`src/imdr_pkg.sv`:
```
package imdr_pkg;
	// ----------------------------------------
	// Register offsets
	// ----------------------------------------
	localparam logic [6:0] ADDR_ENABLE_LOW = 7'h43; // Lowest enable byte
	localparam logic [6:0] ADDR_ENABLE_MID = 7'h44; // Enable bits 15..8
	localparam logic [6:0] ADDR_ENABLE_HIGH = 7'h45; // Enable bits 23..16
	localparam logic [6:0] ADDR_PREDIV_LOW = 7'h46; // Divider bits 7..0
	localparam logic [6:0] ADDR_PREDIV_HIGH = 7'h47; // Divider bits 13..8

	// ----------------------------------------
	// Reset values
	// ----------------------------------------
	localparam logic [7:0] RST_ENABLE = 8'h00; // All sources start disabled
	localparam logic [7:0] RST_PREDIV_LOW = 8'hff;
	localparam logic [7:0] RST_PREDIV_HIGH = 8'h3f;

	// ----------------------------------------
	// Field layout
	// ----------------------------------------
	localparam logic [7:0] MASK_ENABLE_MID = 8'hc1; // Bits 7, 6 and 0 live
	localparam logic [7:0] MASK_ENABLE_HIGH = 8'h40; // Only bit 6 lives
	localparam logic [7:0] MASK_PREDIV_HIGH = 8'h3f; // Low six bits live
	localparam int BIT_MODE_CHANGE = 15; // Word bit of mode change
	localparam int BIT_REF_LOSS = 14; // Word bit of main reference loss
	localparam int BIT_FOURTH_INPUT = 8; // Word bit of fourth_input_clock
	localparam int BIT_SECONDARY_LOOP = 22; // Word bit of secondary_loop_state

	// Host register access carried as one bundle
	typedef struct packed {
		logic wr; // Write strobe, one cycle
		logic rd; // Read strobe, one cycle
		logic [6:0] addr; // Register offset
		logic [7:0] wdata; // Write data
	} imdr_req_t;

	// Configuration handed to the rest of the device
	typedef struct packed {
		logic [23:0] enable; // Interrupt-enable word
		logic [13:0] prediv; // Input pre-divider factor
	} imdr_cfg_t;
endpackage

```
`src/imdr_regs.sv`:
```
`timescale 1ns/1ns
// How it works
// mid bit7 enables mode-change interrupt
// mid bit6 enables reference-loss interrupt
// mid bit0 enables fourth input interrupt
// high bit6 enables secondary loop interrupt
// 0x44 holds enable 15:8, reset zero
// 0x45 holds enable 23:16, reset zero
// 0x46 holds divider 7:0, reset ff
// next register holds divider 13:8, reset 3f
// preceding register holds enable bits 7:0
// interrupt only while enabled flag pending
module imdr_regs (
	input wire logic clk_sys,
	input wire logic rst_n,
	input wire imdr_pkg::imdr_req_t req,
	output logic [7:0] rdata,
	input wire logic [23:0] event_pending,
	output imdr_pkg::imdr_cfg_t cfg,
	output logic irq
);
	// ----------------------------------------
	// Register state
	// ----------------------------------------
	logic [7:0] enable_low; // Enable bits 7..0
	logic [7:0] enable_mid; // Enable bits 15..8
	logic [7:0] enable_high; // Enable bits 23..16
	logic [7:0] prediv_low; // Divider bits 7..0
	logic [7:0] prediv_high; // Divider bits 13..8
	logic [7:0] next_enable_low; // Low enable byte after this edge
	logic [7:0] next_enable_mid; // Mid enable byte after this edge
	logic [7:0] next_enable_high; // High enable byte after this edge
	logic [7:0] next_prediv_low; // Divider low byte after this edge
	logic [7:0] next_prediv_high; // Divider high byte after this edge
	logic [7:0] next_rdata; // Read answer after this edge
	logic [23:0] gated_events; // Pending events that pass their enable

	// ----------------------------------------
	// Address decode
	// ----------------------------------------
	// Register select, shared by every write branch
	function automatic logic hit(input imdr_pkg::imdr_req_t r, input logic [6:0] a);
		hit = (r.addr == a);
	endfunction

	// ----------------------------------------
	// Configuration next values
	// ----------------------------------------
	// Write path; unused bits are dropped on write so they always read zero
	always_comb begin
		// Default: every register keeps its value
		next_enable_low = enable_low;
		next_enable_mid = enable_mid;
		next_enable_high = enable_high;
		next_prediv_low = prediv_low;
		next_prediv_high = prediv_high;
		// Offsets outside the bank match no branch and change nothing
		if (req.wr) begin
			if (hit(req, imdr_pkg::ADDR_ENABLE_LOW)) begin
				// All eight low enables are writable
				next_enable_low = req.wdata;
			end
			if (hit(req, imdr_pkg::ADDR_ENABLE_MID)) begin
				// Keep only mode, reference loss and fourth input enables
				next_enable_mid = req.wdata & imdr_pkg::MASK_ENABLE_MID;
			end
			if (hit(req, imdr_pkg::ADDR_ENABLE_HIGH)) begin
				// Keep only the secondary loop enable
				next_enable_high = req.wdata & imdr_pkg::MASK_ENABLE_HIGH;
			end
			if (hit(req, imdr_pkg::ADDR_PREDIV_LOW)) begin
				// Whole byte of the divider is live
				next_prediv_low = req.wdata;
			end
			if (hit(req, imdr_pkg::ADDR_PREDIV_HIGH)) begin
				// Top two bits dropped so the factor stays fourteen bits
				next_prediv_high = req.wdata & imdr_pkg::MASK_PREDIV_HIGH;
			end
		end
	end

	// Registering only; synchronous reset to documented defaults
	always_ff @(posedge clk_sys) begin
		if (!rst_n) begin
			enable_low <= imdr_pkg::RST_ENABLE;
			enable_mid <= imdr_pkg::RST_ENABLE;
			enable_high <= imdr_pkg::RST_ENABLE;
			prediv_low <= imdr_pkg::RST_PREDIV_LOW;
			prediv_high <= imdr_pkg::RST_PREDIV_HIGH;
		end else begin
			enable_low <= next_enable_low;
			enable_mid <= next_enable_mid;
			enable_high <= next_enable_high;
			prediv_low <= next_prediv_low;
			prediv_high <= next_prediv_high;
		end
	end

	// ----------------------------------------
	// Read data
	// ----------------------------------------
	// Read mux; the answer holds between reads so a slow host may fetch it late
	always_comb begin
		// Default: hold the last answer
		next_rdata = rdata;
		if (req.rd) begin
			// Unmapped offsets answer zero
			case (req.addr)
				imdr_pkg::ADDR_ENABLE_LOW: next_rdata = enable_low;
				imdr_pkg::ADDR_ENABLE_MID: next_rdata = enable_mid;
				imdr_pkg::ADDR_ENABLE_HIGH: next_rdata = enable_high;
				imdr_pkg::ADDR_PREDIV_LOW: next_rdata = prediv_low;
				imdr_pkg::ADDR_PREDIV_HIGH: next_rdata = prediv_high;
				default: next_rdata = '0;
			endcase
		end
	end

	// Read data register; a read beside a write returns the old value
	always_ff @(posedge clk_sys) begin
		if (!rst_n) begin
			// Nothing read yet
			rdata <= '0;
		end else begin
			rdata <= next_rdata;
		end
	end

	// ----------------------------------------
	// Outputs
	// ----------------------------------------
	// Top two divider bits are always zero, so the size cast drops nothing
	assign cfg = '{
		enable: {enable_high, enable_mid, enable_low},
		prediv: 14'({prediv_high, prediv_low})
	};

	// ----------------------------------------
	// Interrupt gating
	// ----------------------------------------
	// Each pending flag passes only through its own enable bit
	assign gated_events = event_pending & cfg.enable;
	// Combinational gate so a cleared enable silences its source at once;
	// the price is a level that may glitch, so users sample it on the clock
	assign irq = |gated_events;

	// ----------------------------------------
	// Checks
	// ----------------------------------------
	// Mode change alone follows its enable
	a_mode_gate: assert property (@(posedge clk_sys) disable iff (!rst_n)
		(event_pending == (24'h00_0001 << imdr_pkg::BIT_MODE_CHANGE)) |->
		(irq == enable_mid[7])) else $error("mode change gate wrong");

	// Reference loss alone follows its enable
	a_refloss_gate: assert property (@(posedge clk_sys) disable iff (!rst_n)
		(event_pending == (24'h00_0001 << imdr_pkg::BIT_REF_LOSS)) |->
		(irq == enable_mid[6])) else $error("reference loss gate wrong");

	// Fourth input alone follows its enable
	a_fourth_gate: assert property (@(posedge clk_sys) disable iff (!rst_n)
		(event_pending == (24'h00_0001 << imdr_pkg::BIT_FOURTH_INPUT)) |->
		(irq == enable_mid[0])) else $error("fourth input gate wrong");

	// Secondary loop change alone follows its enable
	a_loop_gate: assert property (@(posedge clk_sys) disable iff (!rst_n)
		(event_pending == (24'h00_0001 << imdr_pkg::BIT_SECONDARY_LOOP)) |->
		(irq == enable_high[6])) else $error("secondary loop gate wrong");

	// Mid enable write lands with dead bits cleared
	a_mid_write: assert property (@(posedge clk_sys) disable iff (!rst_n)
		(req.wr && req.addr == imdr_pkg::ADDR_ENABLE_MID) |=>
		(cfg.enable[15:8] == ($past(req.wdata) & imdr_pkg::MASK_ENABLE_MID)))
		else $error("mid enable write lost");

	// High enable write keeps only its one live bit
	a_high_write: assert property (@(posedge clk_sys) disable iff (!rst_n)
		(req.wr && req.addr == imdr_pkg::ADDR_ENABLE_HIGH) |=>
		(cfg.enable[23:16] == ($past(req.wdata) & imdr_pkg::MASK_ENABLE_HIGH)))
		else $error("high enable write lost");

	// Divider comes out of reset at its full default
	a_prediv_reset: assert property (@(posedge clk_sys)
		$past(!rst_n) |->
		(cfg.prediv == 14'({imdr_pkg::RST_PREDIV_HIGH, imdr_pkg::RST_PREDIV_LOW})))
		else $error("divider reset wrong");

	// Enables come out of reset all off
	a_enable_reset: assert property (@(posedge clk_sys)
		$past(!rst_n) |-> (cfg.enable == {3{imdr_pkg::RST_ENABLE}}))
		else $error("enable reset wrong");

	// Divider high write lands in the top six bits of the factor
	a_prediv_high: assert property (@(posedge clk_sys) disable iff (!rst_n)
		(req.wr && req.addr == imdr_pkg::ADDR_PREDIV_HIGH) |=>
		(cfg.prediv[13:8] == $past(req.wdata[5:0])) && (prediv_high[7:6] == 2'h0))
		else $error("divider high write lost");

	// Divider low write takes the whole byte
	a_prediv_low: assert property (@(posedge clk_sys) disable iff (!rst_n)
		(req.wr && req.addr == imdr_pkg::ADDR_PREDIV_LOW) |=>
		(cfg.prediv[7:0] == $past(req.wdata))) else $error("divider low write lost");

	// Low enable write takes the whole byte
	a_low_write: assert property (@(posedge clk_sys) disable iff (!rst_n)
		(req.wr && req.addr == imdr_pkg::ADDR_ENABLE_LOW) |=>
		(cfg.enable[7:0] == $past(req.wdata))) else $error("low enable write lost");

	// Low enable byte reads back what it holds
	a_low_read: assert property (@(posedge clk_sys) disable iff (!rst_n)
		(req.rd && req.addr == imdr_pkg::ADDR_ENABLE_LOW && !req.wr) |=>
		(rdata == cfg.enable[7:0])) else $error("low enable readback wrong");

	// Mid enable byte reads back what it holds
	a_mid_read: assert property (@(posedge clk_sys) disable iff (!rst_n)
		(req.rd && req.addr == imdr_pkg::ADDR_ENABLE_MID && !req.wr) |=>
		(rdata == cfg.enable[15:8])) else $error("mid enable readback wrong");

	// Mid enable byte never moves without a write to it
	a_mid_hold: assert property (@(posedge clk_sys) disable iff (!rst_n)
		!(req.wr && req.addr == imdr_pkg::ADDR_ENABLE_MID) |=> $stable(enable_mid))
		else $error("mid enable changed unasked");

	// Bits with no function always hold zero
	a_unused_zero: assert property (@(posedge clk_sys) disable iff (!rst_n)
		((enable_mid & ~imdr_pkg::MASK_ENABLE_MID) == 8'h00) &&
		((enable_high & ~imdr_pkg::MASK_ENABLE_HIGH) == 8'h00) &&
		((prediv_high & ~imdr_pkg::MASK_PREDIV_HIGH) == 8'h00))
		else $error("unused bit set");

	// Interrupt only while some byte holds a pending flag with its enable
	a_irq_cause: assert property (@(posedge clk_sys) disable iff (!rst_n)
		irq |-> (((event_pending[7:0] & enable_low) != 8'h00) ||
		((event_pending[15:8] & enable_mid) != 8'h00) ||
		((event_pending[23:16] & enable_high) != 8'h00))) else $error("irq without cause");

	// With every enable off nothing may reach the interrupt pin
	a_irq_off: assert property (@(posedge clk_sys) disable iff (!rst_n)
		(cfg.enable == 24'h00_0000) |-> !irq) else $error("irq while all disabled");
endmodule

```
`config.mk`:
```
export PLATFORM = sky130hd
export DESIGN_NAME = imdr_regs
export DESIGN_NICKNAME = d
export VERILOG_FILES = /design/src/imdr_pkg.sv /design/src/imdr_regs.sv
export SDC_FILE = /design/constraint.sdc
export NUM_CORES = 1
export LEC_CHECK = 0
export ABC_CLOCK_PERIOD_IN_PS = 1600
export BUFFER_PORTS_ARGS = -buffer_cell sky130_fd_sc_hd__buf_2
export CAP_MARGIN = 15
export CORE_ASPECT_RATIO = 1.2
export CORE_MARGIN = 4
export CORE_UTILIZATION = 34
export CTS_BUF_LIST = sky130_fd_sc_hd__clkbuf_16
export CTS_CLUSTER_DIAMETER = 60
export DETAILED_ROUTE_END_ITERATION = 8
export PLACE_DENSITY = 0.6
export SLEW_MARGIN = 20
export SYNTH_ARGS = -nofsm -noshare
export SYNTH_HDL_FRONTEND = slang
export SYNTH_SLANG_ARGS = --single-unit
```
`constraint.sdc`:
```
create_clock -name clk_sys -period 1.6 [get_ports clk_sys]
set_input_delay 0.16 -clock clk_sys [delete_from_list [all_inputs] [get_ports clk_sys]]
set_output_delay 0.16 -clock clk_sys [all_outputs]
set_load 0.005 [all_outputs]
```
==> results of run 1 <==
-- area by class of cell --
class | instances | area [um2] | share of cell area (%)
clock buffer | 5 | 125 | 5.42
clock inverter | 3 | 11.3 | 0.488
inverter | 1 | 3.75 | 0.163
multi-input combinational | 156 | 1020 | 44.2
sequential | 34 | 681 | 29.5
tap | 62 | 77.6 | 3.36
timing repair buffer | 72 | 390 | 16.9
-- placed cells by master, fill, tap and decap left out, types with 2 or more instances in the layout --
cell type	instances
sky130_fd_sc_hd__nand4bb_1	3
sky130_fd_sc_hd__nor3b_1	2
sky130_fd_sc_hd__a22o_1	3
sky130_fd_sc_hd__conb_1	12
sky130_fd_sc_hd__buf_4	6
sky130_fd_sc_hd__a21oi_1	12
sky130_fd_sc_hd__clkbuf_16	5
sky130_fd_sc_hd__nand2_1	9
sky130_fd_sc_hd__mux2_2	6
sky130_fd_sc_hd__clkinv_1	3
sky130_fd_sc_hd__dfxtp_1	34
sky130_fd_sc_hd__a221oi_1	2
sky130_fd_sc_hd__o21ai_1	3
sky130_fd_sc_hd__and4bb_2	5
sky130_fd_sc_hd__a22oi_1	13
sky130_fd_sc_hd__o21ai_0	22
sky130_fd_sc_hd__buf_2	65
sky130_fd_sc_hd__a32oi_1	3
sky130_fd_sc_hd__nand3_1	46
-- Yosys cell counts --
| library cell | n |
|---|---|
| sky130_fd_sc_hd__or4b_1 | 1 |
| sky130_fd_sc_hd__a21bo_2 | 1 |
| sky130_fd_sc_hd__o21ai_0 | 22 |
| sky130_fd_sc_hd__conb_1 | 1 |
| sky130_fd_sc_hd__and4bb_2 | 5 |
| sky130_fd_sc_hd__a21oi_1 | 12 |
| sky130_fd_sc_hd__nand4bb_1 | 3 |
| sky130_fd_sc_hd__inv_1 | 1 |
| sky130_fd_sc_hd__nor4b_2 | 1 |
| sky130_fd_sc_hd__and4b_1 | 1 |
| sky130_fd_sc_hd__buf_4 | 13 |
| sky130_fd_sc_hd__and2_1 | 1 |
| sky130_fd_sc_hd__o21ai_1 | 3 |
| sky130_fd_sc_hd__a222oi_1 | 1 |
| sky130_fd_sc_hd__nand2_1 | 9 |
| sky130_fd_sc_hd__a22oi_1 | 13 |
| sky130_fd_sc_hd__nand3b_1 | 1 |
| sky130_fd_sc_hd__mux2_2 | 6 |
| sky130_fd_sc_hd__a32oi_1 | 3 |
| sky130_fd_sc_hd__a22o_1 | 3 |
| sky130_fd_sc_hd__clkbuf_2 | 1 |
| sky130_fd_sc_hd__clkbuf_1 | 5 |
| sky130_fd_sc_hd__a221oi_1 | 3 |
| sky130_fd_sc_hd__nand3_1 | 46 |
| sky130_fd_sc_hd__and4bb_1 | 1 |
| sky130_fd_sc_hd__nor3b_1 | 2 |
| sky130_fd_sc_hd__a2bb2oi_1 | 1 |
| sky130_fd_sc_hd__dfxtp_1 | 34 |
| sky130_fd_sc_hd__nor4b_4 | 1 |
| sky130_fd_sc_hd__nor2b_1 | 1 |
| sky130_fd_sc_hd__o2111ai_4 | 1 |
| sky130_fd_sc_hd__nand4b_1 | 1 |
| sky130_fd_sc_hd__mux2i_1 | 1 |
| sky130_fd_sc_hd__buf_2 | 11 |
-- worst max-delay path: stages, from the launching register on --
cell,delay (ns)
sky130_fd_sc_hd__dfxtp_1,0.34
sky130_fd_sc_hd__a22o_1,0.23
sky130_fd_sc_hd__a221oi_2,0.25
sky130_fd_sc_hd__nand3_1,0.11
sky130_fd_sc_hd__buf_2,0.14
-- layer usage --
metal	track usage, %	vias up	wire length, um
met3	3.41	8	381
met2	27.7	72	2690
met1	22.3	887	2320
met4	5.50	0	102
met5	0	-	0
li1	-	898	-
-- flip-flops by register name (all words and copies together) (netlist names) --
| name | flops |
|---|---|
| enable_mid | 3 |
| enable_low | 8 |
| prediv_low | 8 |
| enable_high | 1 |
| rdata | 8 |
| prediv_high | 6 |
-- repair_timing --
| item | 4_1_cts | 5_1_grt |
|---|---|---|
| resized for setup | 1 | 0 |
| setup buffers | 0 | 0 |
| endpoints found under the setup margin | 1 | 0 |
-- stage by stage --
step / hold WS (ns) / power (mW) / worst slack [ns] / utilization, % / instance area (um2)
2_1_floorplan: 0.306 / 0.986 / 0.413 / - / 1880
5_1_grt: 0.169 / 2.00 / 0.0277 / 43.9 / 2310
4_1_cts: 0.153 / 1.94 / 0.0894 / 43.9 / 2310
3_5_place_dp: 0.436 / 1.04 / 0.197 / 41.2 / 2170
6_report: 0.157 / 1.92 / 0.101 / 43.9 / 2310
3_3_place_gp: 0.434 / 1.04 / 0.215 / 41.2 / 2170
-- kinds of logic (layout without fill, tap and decap cells) --
logic type | Yosys count | in the layout | synth area share, %
AO/OA/AOI/OAI | 63 | 63 | 22.7
flip-flops | 34 | 34 | 37.1
other | 1 | 12 | 0.204
AND/OR/NAND/NOR | 74 | 74 | 25.9
multiplexers | 7 | 7 | 4.23
buffers and inverters | 31 | 81 | 9.82
-- power by group through the flow --
stage / Combinational (mW) / Clock [mW] / Sequential (mW)
6_report: 0.178 / 0.895 / 0.852
5_1_grt: 0.193 / 0.953 / 0.851
4_1_cts: 0.175 / 0.917 / 0.851
3_5_place_dp: 0.174 / 0 / 0.870
3_3_place_gp: 0.174 / 0 / 0.870
2_1_floorplan: 0.117 / 0 / 0.869
-- how the worst max path moves through the flow --
stage                          startpoint                          to  slack [ns]  depth (start not counted)
2_1_floorplan                      req[8]  enable_mid[0]$_SDFFE_PN0P_        0.41                          4
3_3_place_gp                      req[10]       rdata[7]$_SDFFE_PN0P_        0.21                          4
3_5_place_dp                      req[10]       rdata[7]$_SDFFE_PN0P_        0.20                          4
4_1_cts        enable_low[3]$_SDFFE_PN0P_                         irq        0.09                          4
5_1_grt        enable_low[3]$_SDFFE_PN0P_                         irq        0.03                          4
6_report       enable_low[3]$_SDFFE_PN0P_                         irq        0.10                          4
==> results.txt, run 1 <==
----------------------------------------------------
[Run status]
  Outcome ... finished clean

[Pwr]
  P_sw ... roughly 450 uW
  Switching share of power ... approximately 23%
  Combinational power share ... a little under a tenth
  Static Leakage ... 0.872 nW
  Register share of total power ... about 44%
  Clk network pwr share ... ~47%
  Internal Dissipation ... ~1.5 mW
  Power density cells ... 833 mW/mm2
  Max rail drop VDD ... ~0.38 mV

[Cells and area]
  Antenna cell count ... 0
  Cell Count, Final, Fillers Out ... 333
  Number of nets in the layout ... 313
  Area overhead of the layout relative to synthesis ... 25.9%
  Number of fill cells ... approximately 560
  Share of layout cells above drive strength 1 ... around 34%

[Clock network]
  Clock latency at the later pin of the worst-skew pair ... between 0.2 and 0.3 ns
  CTS root buf ... sky130_fd_sc_hd__clkbuf_16
  Clock net sink count ... 34
  Worst-case clock buffer depth ... 2
  # hold bufs at CTS ... 0
  CTS tree ... built
  Number of buffers created by CTS ... 5
  Clock H-tree levels ... 2
  Reg clk slew, reported paths ... approximately 0.05 ns

[Timing]
  Final period demand of the worst path ... approximately 1.5 ns
  Setup TNS ... 0 ns
  Fin crit share ... between 90 and 100%
  Endpoints failing setup ... 0
  Final count of hold timing violations ... 0
  Upper clock frequency limit ... between 600 and 700 MHz
  Max-slew violations ... 0
  Clock skew ... 0.00225 ns
  Unrepaired setup endpoints after global routing ... false

[Synthesis]
  Mapped Area ... ~0.0018 mm2
  Synth top area share ... 37.1%
  Total of warnings raised by yosys ... 0
  Cell types with the largest area share after synthesis ... sky130_fd_sc_hd__dfxtp_1, sky130_fd_sc_hd__nand3_1, sky130_fd_sc_hd__o21ai_0
  Register area share after synthesis ... around 37%
  Count of distinct cell types in the synthesized netlist ... 34
  Synthesized instance count ... 210
  Library cell occupying the most area in the post-synthesis netlist ... sky130_fd_sc_hd__dfxtp_1
  Synthesized area per cell ... slightly below 9 um2
  Register bit count reported by yosys ... 34

[Floorplan]
  Core outline area ... ~0.0053 mm2
  Horizontal die dimension ... between 70 and 80 um
  Rows ... 29
  Die span in y ... 88.5 um
  Die ar. ... 0.00664 mm2
  Starting Density ... 34.9%
  Ports placed on the boundary ... 90

[Global route]
  Vias in the first global route ... about 1800
  Initial antenna violation count ... 0
  Global route overflow ... 0
  Global-route usage over all layers ... 17.0%
  Maximum number of pins on one net before global-route repair ... 28
  Wire length of the first global-routing pass ... roughly 8.6 mm

[Setup path]
  R2r setup slk ... approximately 0.50 ns
  Arrival @ worst endpoint ... about 1.3 ns
  Destination of the worst register-to-register timing path ... rdata[6]$_SDFFE_PN0P_
  Launch point of the worst reg-to-reg path ... enable_mid[6]$_SDFFE_PN0P_
  Startpoint Class ... flop
  Number of cells traversed by the worst register-to-register path ... 3
  Crit path kind ... flop to output pin
  Kind of end point of the critical path ... output pin
  Largest fanout on the critical path ... 4
  Data required time of the critical path ... ~1.4 ns

[Hold path]
  Worst Hold Endpoint ... prediv_high[1]$_SDFFE_PN1P_
  Number of instances on the worst hold path ... 3
  Hold path startpoint ... req[1]
  Worst min path class ... input port to flop

[Route]
  Iteration count of the initial detailed-routing pass ... 5
  Number of remaining DRC errors ... 0
  Overall via count from detail_route ... about 1900
  Via-per-instance ratio ... 5.60
  Routed WL per cell ... ~17 um
  Number of design-rule violations left by the first detailed-router iteration ... roughly 130
  Final wirelength ... 5.50 mm
  DRT antenna net count ... 0

[Placement]
  # port buffers ... 65
  Total instance count after detailed placement ... around 330
  Routability congestion estimate from global placement ... just over 0.8
  Placed wire-length estimate ... approximately 4 mm

[Flow run]
  Maximum Capacitance Violations ... 0

----------------------------------------------------
(Power assumes the default switching activity.)
==> inputs of run 2 (changes only) <==
--- a/config.mk
+++ b/config.mk
@@ -6,7 +6,6 @@
 export NUM_CORES = 1
 export LEC_CHECK = 0
 export ABC_CLOCK_PERIOD_IN_PS = 1600
-export BUFFER_PORTS_ARGS = -buffer_cell sky130_fd_sc_hd__buf_2
 export CAP_MARGIN = 15
 export CORE_ASPECT_RATIO = 1.2
 export CORE_MARGIN = 4
@@ -14,7 +13,9 @@
 export CTS_BUF_LIST = sky130_fd_sc_hd__clkbuf_16
 export CTS_CLUSTER_DIAMETER = 60
 export DETAILED_ROUTE_END_ITERATION = 8
-export PLACE_DENSITY = 0.6
+export DONT_BUFFER_PORTS = 1
+export PLACE_DENSITY = 0.46
+export RECOVER_POWER = 50
 export SLEW_MARGIN = 20
 export SYNTH_ARGS = -nofsm -noshare
 export SYNTH_HDL_FRONTEND = slang
==> run 2 against run 1 <==
Worst hold slack got worse by 0.14 ns. Flip-flop and latch count did not move. Cell count fell by 19%. Core utilization fell by 5.6 points. Sequential power barely moved. Global-route usage rose by 0.13 points. Largest power group unchanged. Count of clock-buffer cells in the layout did not move. Non-clock buffer count fell by 63. Critical path depth fell by 1. First-iteration DRC count fell by 25%. Register-to-register slack got worse by 0.08 ns.
==> results.txt, run 2 (same netlist as run 1, synthesis figures left out) <==
----------------------------------------------------
[Flow run]
  Maximum Capacitance Violations ... 0 (unchanged)

[Setup path]
  Startpoint Class ... flop
  Destination of the worst register-to-register timing path ... rdata[6]$_SDFFE_PN0P_
  Number of cells traversed by the worst register-to-register path ... 4 (+1)
  Kind of end point of the critical path ... output pin
  Arrival @ worst endpoint ... 1.30 ns (-0.04 ns)
  R2r setup slk ... 0.42 ns (-0.08 ns)
  CP Cell Sequence ... a22o_1, a221oi_1, nand3_1
  Delay contributed by the slowest stage of the critical path ... 0.33 ns (about the same)
  Largest fanout on the critical path ... 2 (-2)
  Crit path launch ... enable_low[3]$_SDFFE_PN0P_
  Launch point of the worst reg-to-reg path ... enable_mid[6]$_SDFFE_PN0P_
  Worst-path cell with the longest stage delay ... sky130_fd_sc_hd__a221oi_1
  Data required time of the critical path ... 1.44 ns (about the same)
  Crit path kind ... flop to output pin

[Clock network]
  CTS root buf ... sky130_fd_sc_hd__clkbuf_16
  Clock net sink count ... 34 (unchanged)
  CTS tree ... built
  Number of buffers created by CTS ... 5 (unchanged)
  Buffer count from post-CTS setup fixing ... 0 (unchanged)
  Clock H-tree levels ... 2 (unchanged)
  Clock latency at the later pin of the worst-skew pair ... 0.28 ns (about the same)
  Reg clk slew, reported paths ... 0.06 ns (about the same)
  Worst-case clock buffer depth ... 2 (unchanged)

[Floorplan]
  Starting Density ... 34.9% (unchanged)
  Ports placed on the boundary ... 90 (unchanged)
  Horizontal die dimension ... 75.1 um (unchanged)
  Core outline area ... 0.00526 mm2 (unchanged)
  Die span in y ... 88.5 um (unchanged)
  Die ar. ... 0.00664 mm2 (unchanged)
  Rows ... 29 (unchanged)

[Hold path]
  Worst min path class ... input port to flop
  Worst Hold Endpoint ... enable_low[1]$_SDFFE_PN0P_
  Hold path startpoint ... req[1]
  Number of instances on the worst hold path ... 2 (-1)

[Pwr]
  Switching share of power ... 21.7% (-1.5 points)
  Power density cells ... 1030 mW/mm2 (+24%)
  Pwr Total ... 2.08 mW (+7.9%)
  Clk network pwr share ... 54.0% (+7.5 points)
  P_sw ... 450 uW (+1.0%)
  Internal Dissipation ... 1.63 mW (+9.9%)
  Max rail drop VDD ... 0.541 mV (+43%)
  Register share of total power ... 41.0% (-3.3 points)
  Static Leakage ... 0.615 nW (-30%)
  Combinational power share ... 4.9% (-4.3 points)

[Cells and area]
  Largest registers ... enable_low (8), prediv_low (8), rdata (8)
  Most used cells in the layout excluding fill and tap cells ... sky130_fd_sc_hd__nand3_1, sky130_fd_sc_hd__dfxtp_1, sky130_fd_sc_hd__o21ai_0
  Commonest non-fill, non-tap cell in the layout ... sky130_fd_sc_hd__nand3_1
  Cell Count, Final, Fillers Out ... 270 (-19%)
  Number of nets in the layout ... 250 (-20%)
  Post-route cell area ... 0.00201 mm2 (-13%)
  Area overhead of the layout relative to synthesis ... 9.75%
  Antenna cell count ... 0 (unchanged)
  Share of layout cells above drive strength 1 ... 14.4% (-20 points)

[Global route]
  Global-route usage over all layers ... 17.1% (+0.13 points)
  Wire length of the first global-routing pass ... 8.62 mm (unchanged)
  Vias in the first global route ... 1530 (-13%)
  Global route overflow ... 0 (unchanged)
  Initial antenna violation count ... 0 (unchanged)
  Maximum number of pins on one net before global-route repair ... 26 (-7.1%)

[Route]
  Iteration count of the initial detailed-routing pass ... 4 (-1)
  Overall via count from detail_route ... 1632 (-12%)
  Number of design-rule violations left by the first detailed-router iteration ... 95 (-25%)
  Number of remaining DRC errors ... 0 (unchanged)
  Routed WL per cell ... 21.0 um (+27%)
  DRT antenna net count ... 0 (unchanged)
  Via-per-instance ratio ... 6.04 (+7.9%)
  Final wirelength ... 5.66 mm (+3.0%)

[Timing]
  Final period demand of the worst path ... 1.46 ns (-0.0391 ns)
  Minimum setup slack in the final design ... 0.140 ns (+0.0391 ns)
  Max-slew violations ... 0 (unchanged)
  Unrepaired setup endpoints after global routing ... false
  Endpoints failing setup ... 0 (unchanged)
  Max-slew headroom ... 62.3%
  Final count of hold timing violations ... 0 (unchanged)
  Fin crit share ... 91.3% (-2.4 points)
  Setup TNS ... 0 ns (unchanged)
  Slew @ Worst Pin ... around 0.56 ns
  Clock skew ... 0.00615 ns (+0.00390 ns)
  Upper clock frequency limit ... 685 MHz (+2.7%)

[Run status]
  Outcome ... finished clean

[Placement]
  Placed Instance Area ... 0.00184 mm2 (-15%)
  # port buffers ... 0 (-100%)
  Placed wire-length estimate ... 4.12 mm (+0.94%)
  Total instance count after detailed placement ... 261 (-20%)
  Routability congestion estimate from global placement ... 0.788 (-5.0%)
  Pre-CTS worst setup slack ... 0.405 ns (+0.208 ns)

----------------------------------------------------
==> run 2: cell types whose count changed in the layout (fill, tap and decap cells not counted), sizes merged <==
cell         delta
buf            -65
clkinv          -3
clkinvlp        +2
bufinv          +1
clkbuf          +1
dlygate4sd3     +1
==> run 2: what timing repair did <==
action,in CTS,in global routing
hold buffers,1,0
gates resized for setup,0,0
hold endpoints to repair,14,0
endpoints found under the setup margin,0,0
==> run 2: critical path: cells and delay by family, from the launching register on <==
kind	cells	cell delay (ns)
simple gates	1	0.17
flops	1	0.32
compound gates	2	0.53
==> run 2: how the worst max path moves through the flow <==
stage,endpoint,cells past startpoint
6_report,irq,3
5_1_grt,irq,3
4_1_cts,irq,3
3_5_place_dp,irq,3
3_3_place_gp,irq,3
2_1_floorplan,enable_mid[0]$_SDFFE_PN0P_,4
==> run 2: area by class of cell <==
cell class / instances / area (um2)
clock buffer: 5 / 125
clock inverter: 3 / 45.0
fill: 552 / 3250
inverter: 1 / 3.75
multi-input combinational: 156 / 1010
sequential: 34 / 681
tap: 62 / 77.6
timing repair buffer: 9 / 66.3
==> run 2: metal layers <==
metal,part of all wire (%),global-route usage [%]
met4,0.92,5.50
met5,0,0
met2,49,27.5
met1,40,21.3
met3,10,6.02
==> run 2: power groups by stage <==
stage               combinational, mW  sequential (mW)  clock, mW
floorplan                       0.117            0.869          0
global placement               0.0933            0.870          0
detailed placement             0.0937            0.870          0
CTS                             0.102            0.851       1.14
global route                    0.113            0.851       1.17
finish                          0.102            0.851       1.12
==> run 2: per-stage QoR <==
step                      hold slack (ns)  utilization (%)
after floorplan                     0.306                -
after global placement              0.235             34.9
after detailed placement            0.237             34.9
after CTS                          0.0195             38.3
after global routing               0.0262             38.3
final                              0.0212             38.3
